===== config.mk =====
export PLATFORM = sky130hd
export DESIGN_NAME = e3_rx_alarm_trace_interrupts
export DESIGN_NICKNAME = d
export VERILOG_FILES = /design/src/hdl/e3_rx_pkg.sv /design/src/hdl/defect_flag.sv /design/src/hdl/e3_rx_alarm_trace_interrupts.sv
export VERILOG_INCLUDE_DIRS = /design/src /design/src/hdl
export SDC_FILE = /design/constraint.sdc
export NUM_CORES = 1
export LEC_CHECK = 0
export BUFFER_PORTS_ARGS = -buffer_cell sky130_fd_sc_hd__buf_2
export CAP_MARGIN = 10
export CORE_MARGIN = 4
export CORE_UTILIZATION = 37
export CTS_BUF_LIST = sky130_fd_sc_hd__clkbuf_8
export CTS_CLUSTER_DIAMETER = 50
export DETAILED_ROUTE_END_ITERATION = 10
export SYNTH_ARGS = -nofsm -noshare
export SYNTH_HDL_FRONTEND = slang
export SYNTH_HIERARCHICAL = 1
export SYNTH_SLANG_ARGS = --single-unit

===== constraint.sdc =====
create_clock -name ref_clk -period 6.4 [get_ports ref_clk]
set_clock_uncertainty 0.2 [all_clocks]
set_input_delay 1.92 -clock ref_clk [delete_from_list [all_inputs] [get_ports ref_clk]]
set_output_delay 1.92 -clock ref_clk [all_outputs]
set_load 0.01 [all_outputs]

===== src/hdl/e3_rx_map.svh =====
`ifndef E3_RX_MAP_SVH
`define E3_RX_MAP_SVH

// Register indices, byte address is four times the index
`define IDX_DEFECT_STATE 6'h11
`define IDX_ENABLE_ONE   6'h12
`define IDX_ENABLE_TWO   6'h13
`define IDX_FLAGS_ONE    6'h14
`define IDX_FLAGS_TWO    6'h15
`define IDX_TRACE_FIRST  6'h1C
`define IDX_TRACE_LAST   6'h2B

// Writable and readable bit masks
`define ENABLE_ONE_MASK  8'h1F
`define ENABLE_TWO_MASK  8'h5F
`define REG_RESET        8'h00

// Flag register one bit positions
`define F1_ALARM 0
`define F1_LOS   1
`define F1_LOF   2
`define F1_OOF   3
`define F1_FRAMING_ALIGNMENT_CHANGE  4

// Flag register two bit positions
`define F2_PLD_MIS  0
`define F2_FBYTE    1
`define F2_PARITY   2
`define F2_FAR_FAIL 3
`define F2_FAR_END_BLOCK_ERROR     4
`define F2_TRACE    6

// Defect state register bit positions
`define DS_FAR_FAIL 0
`define DS_ALGO     7

// Alarm signal zero thresholds
`define ALARM_DECLARE_MAX 5'h07
`define ALARM_CLEAR_MIN   4'h8

// Trace message length in bytes
`define TRACE_LEN 16

`endif


===== src/hdl/e3_rx_pkg.sv =====
package e3_rx_pkg;

  // Receive stream from the framer, same clock
  typedef struct packed {
    logic       frame_end;
    logic       bit_valid;
    logic       bit_value;
    logic       far_fail_bit;
    logic       trace_valid;
    logic [3:0] trace_index;
    logic [7:0] trace_byte;
    logic       trace_done;
  } rx_stream_type;

  // States and events of neighbouring framer logic
  typedef struct packed {
    logic loss_of_frame_state;
    logic out_of_frame_state;
    logic loss_of_signal_state;
    logic payload_unstable_state;
    logic trace_mark_state;
    logic framing_alignment_change;
    logic out_of_frame;
    logic loss_of_frame;
    logic loss_of_signal;
    logic far_end_block_error;
    logic parity_byte_error;
    logic framing_byte_error;
    logic payload_mismatch;
  } framer_status_type;

endpackage


===== src/hdl/defect_flag.sv =====
`timescale 1ns/100ps
`default_nettype none

module defect_flag
(
  input  wire logic ref_clk,
  input  wire logic rst_n,
  input  wire logic declare,
  input  wire logic clear,
  output logic      state,
  output logic      change
);

  logic next_state;
  logic next_change;

  // Change pulse when a declare or clear alters the state
  always_comb
  begin
    next_state = state;
    if (declare)
    begin
      next_state = 1'b1;
    end
    else if (clear)
    begin
      next_state = 1'b0;
    end
    next_change = next_state != state;
  end

  always_ff @(posedge ref_clk)
  begin
    if (!rst_n)
    begin
      state  <= 1'b0;
      change <= 1'b0;
    end
    else
    begin
      state  <= next_state;
      change <= next_change;
    end
  end
endmodule

`default_nettype wire


===== src/hdl/e3_rx_alarm_trace_interrupts.sv =====
// The APB slave port was decided locally.
`timescale 1ns/100ps
`default_nettype none
`include "e3_rx_map.svh"

module e3_rx_alarm_trace_interrupts
(
  input  wire logic                         ref_clk,
  input  wire logic                         rst_n,
  input  wire logic                         psel,
  input  wire logic                         penable,
  input  wire logic                         pwrite,
  input  wire logic [7:0]                   paddr,
  input  wire logic [31:0]                  pwdata,
  output logic [31:0]                       prdata,
  output logic                              pready,
  output logic                              pslverr,
  input  wire e3_rx_pkg::rx_stream_type     rx,
  input  wire e3_rx_pkg::framer_status_type stat,
  output logic                              frame_loss_algorithm_select,
  output logic                              auto_far_failure_on_alarm,
  output logic                              irq_n
);

  logic [5:0]       idx;
  logic             setup;
  logic             access;
  logic [3:0]       zero_cnt;
  logic [3:0]       prev_zeros;
  logic [3:0]       cur_zeros;
  logic [4:0]       pair_sum;
  logic [3:0]       next_zero_cnt;
  logic [3:0]       next_prev_zeros;
  logic             alarm_declare, alarm_clear;
  logic             alarm_state, alarm_change;
  logic             far_state, far_change;
  logic [15:0][7:0] shadow;
  logic [15:0][7:0] msg;
  logic [15:0][7:0] next_shadow;
  logic [15:0][7:0] next_msg;
  logic             trace_change;
  logic             next_trace_change;
  logic [7:0]       en1, en2;
  logic [7:0]       flags1, flags2;
  logic [7:0]       next_en1, next_en2;
  logic [7:0]       next_flags1, next_flags2;
  logic             next_algo;
  logic [7:0]       set1, set2;
  logic [7:0]       clr1, clr2;
  logic [7:0]       mask1, mask2;
  logic [7:0]       next_mask1, next_mask2;
  logic [7:0]       rd_val;
  logic [7:0]       state_val;
  logic             rd_hit;
  logic             err;
  logic [31:0]      next_prdata;
  logic             next_err;
  logic             next_irq_n;
  logic [3:0]       trace_sel;

  assign idx    = paddr[7:2];
  assign setup  = psel && !penable;
  assign access = psel && penable;
  assign pready = access;
  assign pslverr = access && err;

  // Zeros per frame, saturating at the clear threshold
  always_comb
  begin
    cur_zeros = zero_cnt;
    if (rx.bit_valid && !rx.bit_value && zero_cnt < `ALARM_CLEAR_MIN)
    begin
      cur_zeros = zero_cnt + 4'h1;
    end
    pair_sum        = {1'b0, prev_zeros} + {1'b0, cur_zeros};
    next_zero_cnt   = cur_zeros;
    next_prev_zeros = prev_zeros;
    alarm_declare   = 1'b0;
    alarm_clear     = 1'b0;
    if (rx.frame_end)
    begin
      next_zero_cnt   = 4'h0;
      next_prev_zeros = cur_zeros;
      alarm_declare   = pair_sum <= `ALARM_DECLARE_MAX;
      alarm_clear     = prev_zeros >= `ALARM_CLEAR_MIN &&
                        cur_zeros >= `ALARM_CLEAR_MIN;
    end
  end

  always_ff @(posedge ref_clk)
  begin
    if (!rst_n)
    begin
      zero_cnt   <= 4'h0;
      prev_zeros <= `ALARM_CLEAR_MIN;
    end
    else
    begin
      zero_cnt   <= next_zero_cnt;
      prev_zeros <= next_prev_zeros;
    end
  end

  defect_flag alarm_flag
  (
    .ref_clk (ref_clk),
    .rst_n   (rst_n),
    .declare (alarm_declare),
    .clear   (alarm_clear),
    .state   (alarm_state),
    .change  (alarm_change)
  );

  // Far-end failure follows the failure bit of each frame
  defect_flag far_flag
  (
    .ref_clk (ref_clk),
    .rst_n   (rst_n),
    .declare (rx.frame_end && rx.far_fail_bit),
    .clear   (rx.frame_end && !rx.far_fail_bit),
    .state   (far_state),
    .change  (far_change)
  );

  // Trace assembly and change detection
  always_comb
  begin
    next_shadow       = shadow;
    next_msg          = msg;
    next_trace_change = 1'b0;
    if (rx.trace_valid)
    begin
      next_shadow[rx.trace_index] = rx.trace_byte;
    end
    if (rx.trace_done && shadow != msg)
    begin
      next_msg          = shadow;
      next_trace_change = 1'b1;
    end
  end

  always_ff @(posedge ref_clk)
  begin
    if (!rst_n)
    begin
      shadow       <= '0;
      msg          <= '0;
      trace_change <= 1'b0;
    end
    else
    begin
      shadow       <= next_shadow;
      msg          <= next_msg;
      trace_change <= next_trace_change;
    end
  end

  // Read decode
  always_comb
  begin
    state_val = {frame_loss_algorithm_select, stat.loss_of_frame_state,
                 stat.out_of_frame_state, stat.loss_of_signal_state,
                 alarm_state, stat.payload_unstable_state,
                 stat.trace_mark_state, far_state};
    trace_sel = 4'(idx - `IDX_TRACE_FIRST);
    rd_val    = 8'h00;
    rd_hit    = 1'b1;
    if (idx == `IDX_DEFECT_STATE)
    begin
      rd_val = state_val;
    end
    else if (idx == `IDX_ENABLE_ONE)
    begin
      rd_val = en1;
    end
    else if (idx == `IDX_ENABLE_TWO)
    begin
      rd_val = en2;
    end
    else if (idx == `IDX_FLAGS_ONE)
    begin
      rd_val = flags1;
    end
    else if (idx == `IDX_FLAGS_TWO)
    begin
      rd_val = flags2;
    end
    else if (idx >= `IDX_TRACE_FIRST && idx <= `IDX_TRACE_LAST)
    begin
      rd_val = msg[trace_sel];
    end
    else
    begin
      rd_hit = 1'b0;
    end
  end

  // Register file and flag updates
  always_comb
  begin
    next_prdata = prdata;
    next_err    = err;
    next_mask1  = mask1;
    next_mask2  = mask2;
    if (setup)
    begin
      next_prdata = {24'h000000, rd_val};
      next_err    = !rd_hit;
      next_mask1  = (!pwrite && idx == `IDX_FLAGS_ONE) ? flags1 : 8'h00;
      next_mask2  = (!pwrite && idx == `IDX_FLAGS_TWO) ? flags2 : 8'h00;
    end
    next_en1  = en1;
    next_en2  = en2;
    next_algo = frame_loss_algorithm_select;
    if (access && pwrite && !err)
    begin
      if (idx == `IDX_ENABLE_ONE)
      begin
        next_en1 = pwdata[7:0] & `ENABLE_ONE_MASK;
      end
      else if (idx == `IDX_ENABLE_TWO)
      begin
        next_en2 = pwdata[7:0] & `ENABLE_TWO_MASK;
      end
      else if (idx == `IDX_DEFECT_STATE)
      begin
        next_algo = pwdata[`DS_ALGO];
      end
    end
    set1 = {3'b000, stat.framing_alignment_change, stat.out_of_frame,
            stat.loss_of_frame, stat.loss_of_signal, alarm_change} & en1;
    set2 = {1'b0, trace_change, 1'b0, stat.far_end_block_error, far_change,
            stat.parity_byte_error, stat.framing_byte_error,
            stat.payload_mismatch} & en2;
    clr1 = (access && !pwrite) ? mask1 : 8'h00;
    clr2 = (access && !pwrite) ? mask2 : 8'h00;
    next_flags1 = (flags1 & ~clr1) | set1;
    next_flags2 = (flags2 & ~clr2) | set2;
    next_irq_n  = ~|((flags1 & en1) | (flags2 & en2));
  end

  always_ff @(posedge ref_clk)
  begin
    if (!rst_n)
    begin
      prdata                      <= 32'h00000000;
      err                         <= 1'b0;
      mask1                       <= 8'h00;
      mask2                       <= 8'h00;
      en1                         <= `REG_RESET;
      en2                         <= `REG_RESET;
      frame_loss_algorithm_select <= 1'b0;
      flags1                      <= `REG_RESET;
      flags2                      <= `REG_RESET;
      irq_n                       <= 1'b1;
      auto_far_failure_on_alarm   <= 1'b0;
    end
    else
    begin
      prdata                      <= next_prdata;
      err                         <= next_err;
      mask1                       <= next_mask1;
      mask2                       <= next_mask2;
      en1                         <= next_en1;
      en2                         <= next_en2;
      frame_loss_algorithm_select <= next_algo;
      flags1                      <= next_flags1;
      flags2                      <= next_flags2;
      irq_n                       <= next_irq_n;
      auto_far_failure_on_alarm   <= alarm_state;
    end
  end
endmodule

`default_nettype wire


Word level (Yosys, flattened, before mapping)
Index checks and enable logic that the tools add are counted.
W data, S select, Z words.
- $add $sub $neg: 3
- $lt $le $gt $ge: 9
- eq/ne operators: 8
- mux-type cells: 29
- bitwise operators: 14
- reduce and logical (&&, ||, !) cells: 28
- operators by type and width (cell ; number):
    $bwmux W128 ; 1
    $ne A128 B128 Y1 ; 1
    $mux W8 ; 12
    $bmux W8 S4 ; 1
    $demux W8 S4 ; 1
    $eq A6 B5 Y1 const B ; 5
    $and A8 B8 Y8 ; 2
    $logic_and A1 B1 Y1 ; 16
    $not A8 Y8 ; 2
    $mux W1 ; 13
    $lt A4 B5 Y1 const B ; 2
    $and A8 B5 Y8 ; 1
    $and A8 B7 Y8 ; 1
    $ge A4 B4 Y1 const B ; 2
    $or A8 B5 Y8 ; 1
    $or A8 B7 Y8 ; 1
    $or A8 B8 Y8 ; 1
    $reduce_or A8 Y1 ; 1
    $and A7 B7 Y7 ; 1
    $logic_not A1 Y1 ; 7
    $ge A6 B5 Y1 const B ; 1
    $le A6 B6 Y1 const B ; 1
    $add A4 B4 Y5 ; 1
    $and A5 B5 Y5 ; 1
    12 further kinds ; 15
- register bits: 324
- bits of input ports: 76
- output and inout bits: 37

Logic depth before layout (Yosys ltp)
- depth in word-level cells: 10
- gate-level depth with buffers: 13
- mapped depth without buffers: 13

By module
The synthesis kept the hierarchy.
- by module, submodules not included (module ; instances ; cells each ; area each (µm²) ; seq. area each (µm²)):
    e3_rx_alarm_trace_interrupts ; 1 ; 1605 ; 15596.2 ; 6406.1
    defect_flag ; 2 ; 7 ; 73.8 ; 40.0

Worst setup path after synthesis
OpenSTA, ideal clock, no wires.
- path type: input to register
- start point: input port rx[16] in the netlist's numbering
- end point: register alarm_flag.change
- setup time: 0.114 ns
- arrival: 3.983 ns
- data required time: 6.086 ns
- setup slack: 2.103 ns
- stages on the path: 13
- path through: nor2b_1 > nor2b_1 > xnor2_1 > inv_1 > ha_1 > fa_1 > nand2_1 > nand3_1 > o21ai_0 > a22oi_1 > nor4b_1 > nand4b_1 > nand2_1
- elaborated cells between the ends (all ways): 12
- RTL lines (item ; RTL line ; text):
    start: declaration ; e3_rx_alarm_trace_interrupts.sv:18 ; input wire e3_rx_pkg::rx_stream_type rx,
    $logic_and A1 B1 Y1 ; e3_rx_alarm_trace_interrupts.sv:71 ; if (rx.bit_valid && !rx.bit_value && zero_cnt < `ALARM_CLEAR_MIN)
    $logic_and A1 B1 Y1 (no source line) ; -- ;
    $mux W4 ; e3_rx_alarm_trace_interrupts.sv:71 ;
    via cur_zeros[0] ; e3_rx_alarm_trace_interrupts.sv:30 ; logic [3:0] cur_zeros;
    $add A4 B4 Y5 ; e3_rx_alarm_trace_interrupts.sv:75 ; pair_sum = {1'b0, prev_zeros} + {1'b0, cur_zeros};
    $le A5 B3 Y1 (no source line) ; -- ;
    $mux W1 ; e3_rx_alarm_trace_interrupts.sv:80 ; if (rx.frame_end)
    via alarm_declare ; e3_rx_alarm_trace_interrupts.sv:34 ; logic alarm_declare, alarm_clear;
    $mux W1 ; defect_flag.sv:21 ; if (declare)
    $ne A1 B1 Y1 ; defect_flag.sv:29 ; next_change = next_state != state;
    end signal: assignment ; defect_flag.sv:42 ; change <= next_change;
    end: declaration ; defect_flag.sv:11 ; output logic change
The timed path passes the listed nets, and every way through them passes these cells.
A chain may end at the register's enable or synchronous reset.

Worst setup path in the final report
- start point: input port penable
- end point: output port pready
- word-level cells in the longest chain between the ends: 1
- ends and longest elaborated chain (item ; RTL line ; text):
    start: declaration ; e3_rx_alarm_trace_interrupts.sv:11 ; input wire logic penable,
    $logic_and A1 B1 Y1 ; e3_rx_alarm_trace_interrupts.sv:63 ; assign access = psel && penable;
    end: declaration ; e3_rx_alarm_trace_interrupts.sv:16 ; output logic pready,
Every way passes these cells.

==> qor.csv <==
stage,metric,value,unit
worst_setup_path,crit-reg2reg-launch,shadow[120]$_SDFFE_PN0P_,
cells_and_area,final_cell_mix,"dfxtp_1 (324), nand2_1 (306), mux2i_1 (270)",
worst_setup_path,r2r_end,trace_change$_SDFF_PN0_,
floorplanning,num_rows,75,
power_and_ir_drop,intPower,3.17,mW
cts,clkSinkCount,324,
power_and_ir_drop,clockPowerShare,0.426,
detailed_routing,via_per_inst,5.16,
power_and_ir_drop,worst_ir_drop_vdd,149,uV
logic_synthesis,synth_xor_area_frac,0.0679,
logic_synthesis,synth_top_area_share,0.412,
timing,fmax,224,MHz
cells_and_area,fillers,4156,
power_and_ir_drop,switching_share,0.257,
global_route,grt_max_degree,191,
timing,slew_headroom,0.265,
logic_synthesis,synth_top_family_by_area,multiplexers,
detailed_routing,drt-total-wl,42600,um
detailed_routing,via_count,11500,
cts,h-tree-depth,2,
cells_and_area,final_nets,1734,
cells_and_area,drive_gt1_frac,0.118,
logic_synthesis,avgSynthCellArea,9.72,um^2
placed_design,globalplace.congestion,0.864,
power_and_ir_drop,power,4.26,mW
logic_synthesis,synth_area_leaders,"dfxtp_1 (41%), mux2i_1 (17%), nand2_1 (7.3%)",
detailed_routing,drc,0,
logic_synthesis,yosysWarnings,6,
cts,root_buffer,clkbuf_8,
timing,setup_viol,0,
logic_synthesis,ys_ff_latch,324,
logic_synthesis,synth_compound_area_frac,0.0469,
logic_synthesis,synthAdderAreaFrac,0.00922,
timing,rsz0062_at_grt,false,
floorplanning,boundaryPins,113,
cts,post_cts_resized,0,
logic_synthesis,synth_area,15700,um^2
cells_and_area,layout_commonest_cell,dfxtp_1,
detailed_routing,firstDrtPassIters,6,
min_path,hold_depth,1,
cells_and_area,insertedDiodeCount,0,
global_route,grtUsageTotal,0.180,
cts,clock_latency,0.61,ns
worst_setup_path,ff2ff_setup_slack,2.93,ns
power_and_ir_drop,combinationalPowerShare,0.091,
power_and_ir_drop,p_seq_frac,0.483,
worst_setup_path,setup.worst_path.start,penable,
floorplanning,dieArea,45900,um^2
cts,hold_buffers,0,
logic_synthesis,synth_cell_types,48,
floorplanning,fp.dieH,214,um
worst_setup_path,cp-end-kind,output pin,
logic_synthesis,yosys_most_used_dff,dfxtp_1,
global_route,grt_pass1_wl,65900,um
timing,hold_viol_final,0,
run,cap_violations,0,
cells_and_area,seq_area,6490,um^2
worst_setup_path,cp-endpoint,pready,
logic_synthesis,synth_cells,1619,
worst_setup_path,reg2regPathDepth,7,
floorplanning,coreArea,42000,um^2
logic_synthesis,synth_edf_count,0,
power_and_ir_drop,p_leak,6.57,nW
cells_and_area,area_growth,10.5,%
cts,numCtsBuffers,54,
logic_synthesis,synth_async_sr_flop_share,0,
power_and_ir_drop,p_per_area,245,nW/um^2
timing,finalCritPeriodShare,0.699,
cts,cts_max_path_buffers,3,
worst_setup_path,crit_type,in -> out,
timing,period_needed,4.47,ns
timing,worst_slew_pin_slew,1.10,ns
worst_setup_path,required,4.28,ns
timing,drv_slew,0,
cts,cts_tree,done,
worst_setup_path,crit_fanout,4,
floorplanning,initial_core_util,0.374,
floorplanning,fp.dieW,214,um
global_route,grt_antenna_before_repair,0,
timing,tns,0,ns
cells_and_area,multi_input_area,8610,um^2
detailed_routing,routedWlPerCell,19.1,um
cts,postCtsSetupRepairBufs,0,
logic_synthesis,synthSimpleGateAreaFrac,0.188,
detailed_routing,drt_iter0_drc,862,
logic_synthesis,synth_top_area_cell,dfxtp_1,
placed_design,portBuffers,61,
detailed_routing,drtAntennaViolNets,0,
cts,cts.reportedPaths.clkPinSlew,0.06,ns
min_path,hold_path.class,reg -> reg,
run_status,status,finished clean,
global_route,grt_overflow,0,
logic_synthesis,seq_area_frac_synth,0.412,
placed_design,hpwl,28400,um
global_route,first_global_vias,11100,
power_and_ir_drop,p_switching,1.10,mW
worst_setup_path,arrival,2.35,ns
worst_setup_path,critPathLaunchType,input port,
logic_synthesis,synth_mux_area_frac,0.229,
[worst max-delay path, stage by stage]
cell and delay (ns):
buf_2 0.11, and2_1 0.18, buf_2 0.14
[synth_stat cells (4+ instances only)]
master     number
buf_6          13
nor2b_1       180
nand3_1         8
inv_1          16
o2bb2ai_1       4
a221o_1         4
nand3b_1        8
a22oi_1        30
and3_1          6
mux2i_1       270
nor4_1         13
o21ai_0        15
clkbuf_1       80
nor2_1         30
nand4_1        30
o21a_1          4
ha_1           10
nand2_1       306
buf_4          24
mux4_2         40
xor2_1         17
buf_2          11
and2_1          4
a41oi_1         5
xnor2_1       105
a22o_1          7
a21oi_1        13
dfxtp_1       324
nand2b_1        8
[how the worst min path moves through the flow]
| stage | start | endpoint |
|---|---|---|
| 4_1_cts | mask1[7]$_SDFFE_PN0P_ | flags1[7]$_SDFF_PN0_ |
| 3_3_place_gp | mask1[6]$_SDFFE_PN0P_ | flags1[6]$_SDFF_PN0_ |
| 2_1_floorplan | mask1[5]$_SDFFE_PN0P_ | flags1[5]$_SDFF_PN0_ |
| 5_1_grt | mask1[7]$_SDFFE_PN0P_ | flags1[7]$_SDFF_PN0_ |
| 6_report | mask1[7]$_SDFFE_PN0P_ | flags1[7]$_SDFF_PN0_ |
| 3_5_place_dp | mask1[6]$_SDFFE_PN0P_ | flags1[6]$_SDFF_PN0_ |
[final cells by class]
cell class	count	area share
Multi-Input combinational cell	1174	0.495
Sequential cell	324	0.373
Clock buffer	67	0.0530
Tap cell	539	0.0387
Timing Repair Buffer	77	0.0286
Clock inverter	29	0.00863
Inverter	16	0.00345
[registers in the layout, summed over array words and instances (netlist names), 4 cells and up]
register and flops:
flags2 8, mask2 8, flags1 8, prev_zeros 4
en2 6, en1 5, shadow 128, mask1 8
prdata 8, msg 128, zero_cnt 4
[power groups by stage]
| stage | clock network [mW] | logic, mW | registers (mW) |
|---|---|---|---|
| after floorplan | 0 | 0.302 | 2.10 |
| after global placement | 0 | 0.384 | 2.10 |
| after detailed placement | 0 | 0.386 | 2.10 |
| after CTS | 1.87 | 0.387 | 2.06 |
| after global routing | 1.96 | 0.412 | 2.06 |
| final | 1.82 | 0.387 | 2.06 |
[cell families (layout without fill, tap and decap cells)]
| family | Yosys count | count (layout) |
|---|---|---|
| AO/OA/AOI/OAI | 102 | 102 |
| XOR/XNOR | 122 | 122 |
| adder cells (fa/ha/maj) | 11 | 11 |
| buffers and inverters | 144 | 189 |
| flip-flops | 324 | 324 |
| multiplexers | 310 | 310 |
| other | 1 | 24 |
| AND/OR/NAND/NOR | 605 | 605 |
[routing by layer]
metal / up-vias / GRT usage / part of all wire
met4: 0 / 0.0486 / 0.024
met5: - / 0 / 0
li1: 5540 / - / -
met3: 75 / 0.0285 / 0.045
met2: 281 / 0.289 / 0.46
met1: 5586 / 0.253 / 0.47
[metrics by stage]
stage / hold slack, ns / setup slack, ns / area, um^2 / util / instances
6_report: 0.220 / 1.93 / 17400 / 0.414 / 2226
4_1_cts: 0.225 / 1.93 / 17400 / 0.414 / 2226
5_1_grt: 0.231 / 1.91 / 17400 / 0.414 / 2226
3_3_place_gp: 0.208 / 1.62 / 16300 / 0.388 / 2130
2_1_floorplan: 0.203 / 2.10 / 15800 / - / 1642
3_5_place_dp: 0.218 / 1.60 / 16300 / 0.388 / 2130
No activity file was read; power rests on OpenSTA's default activity.
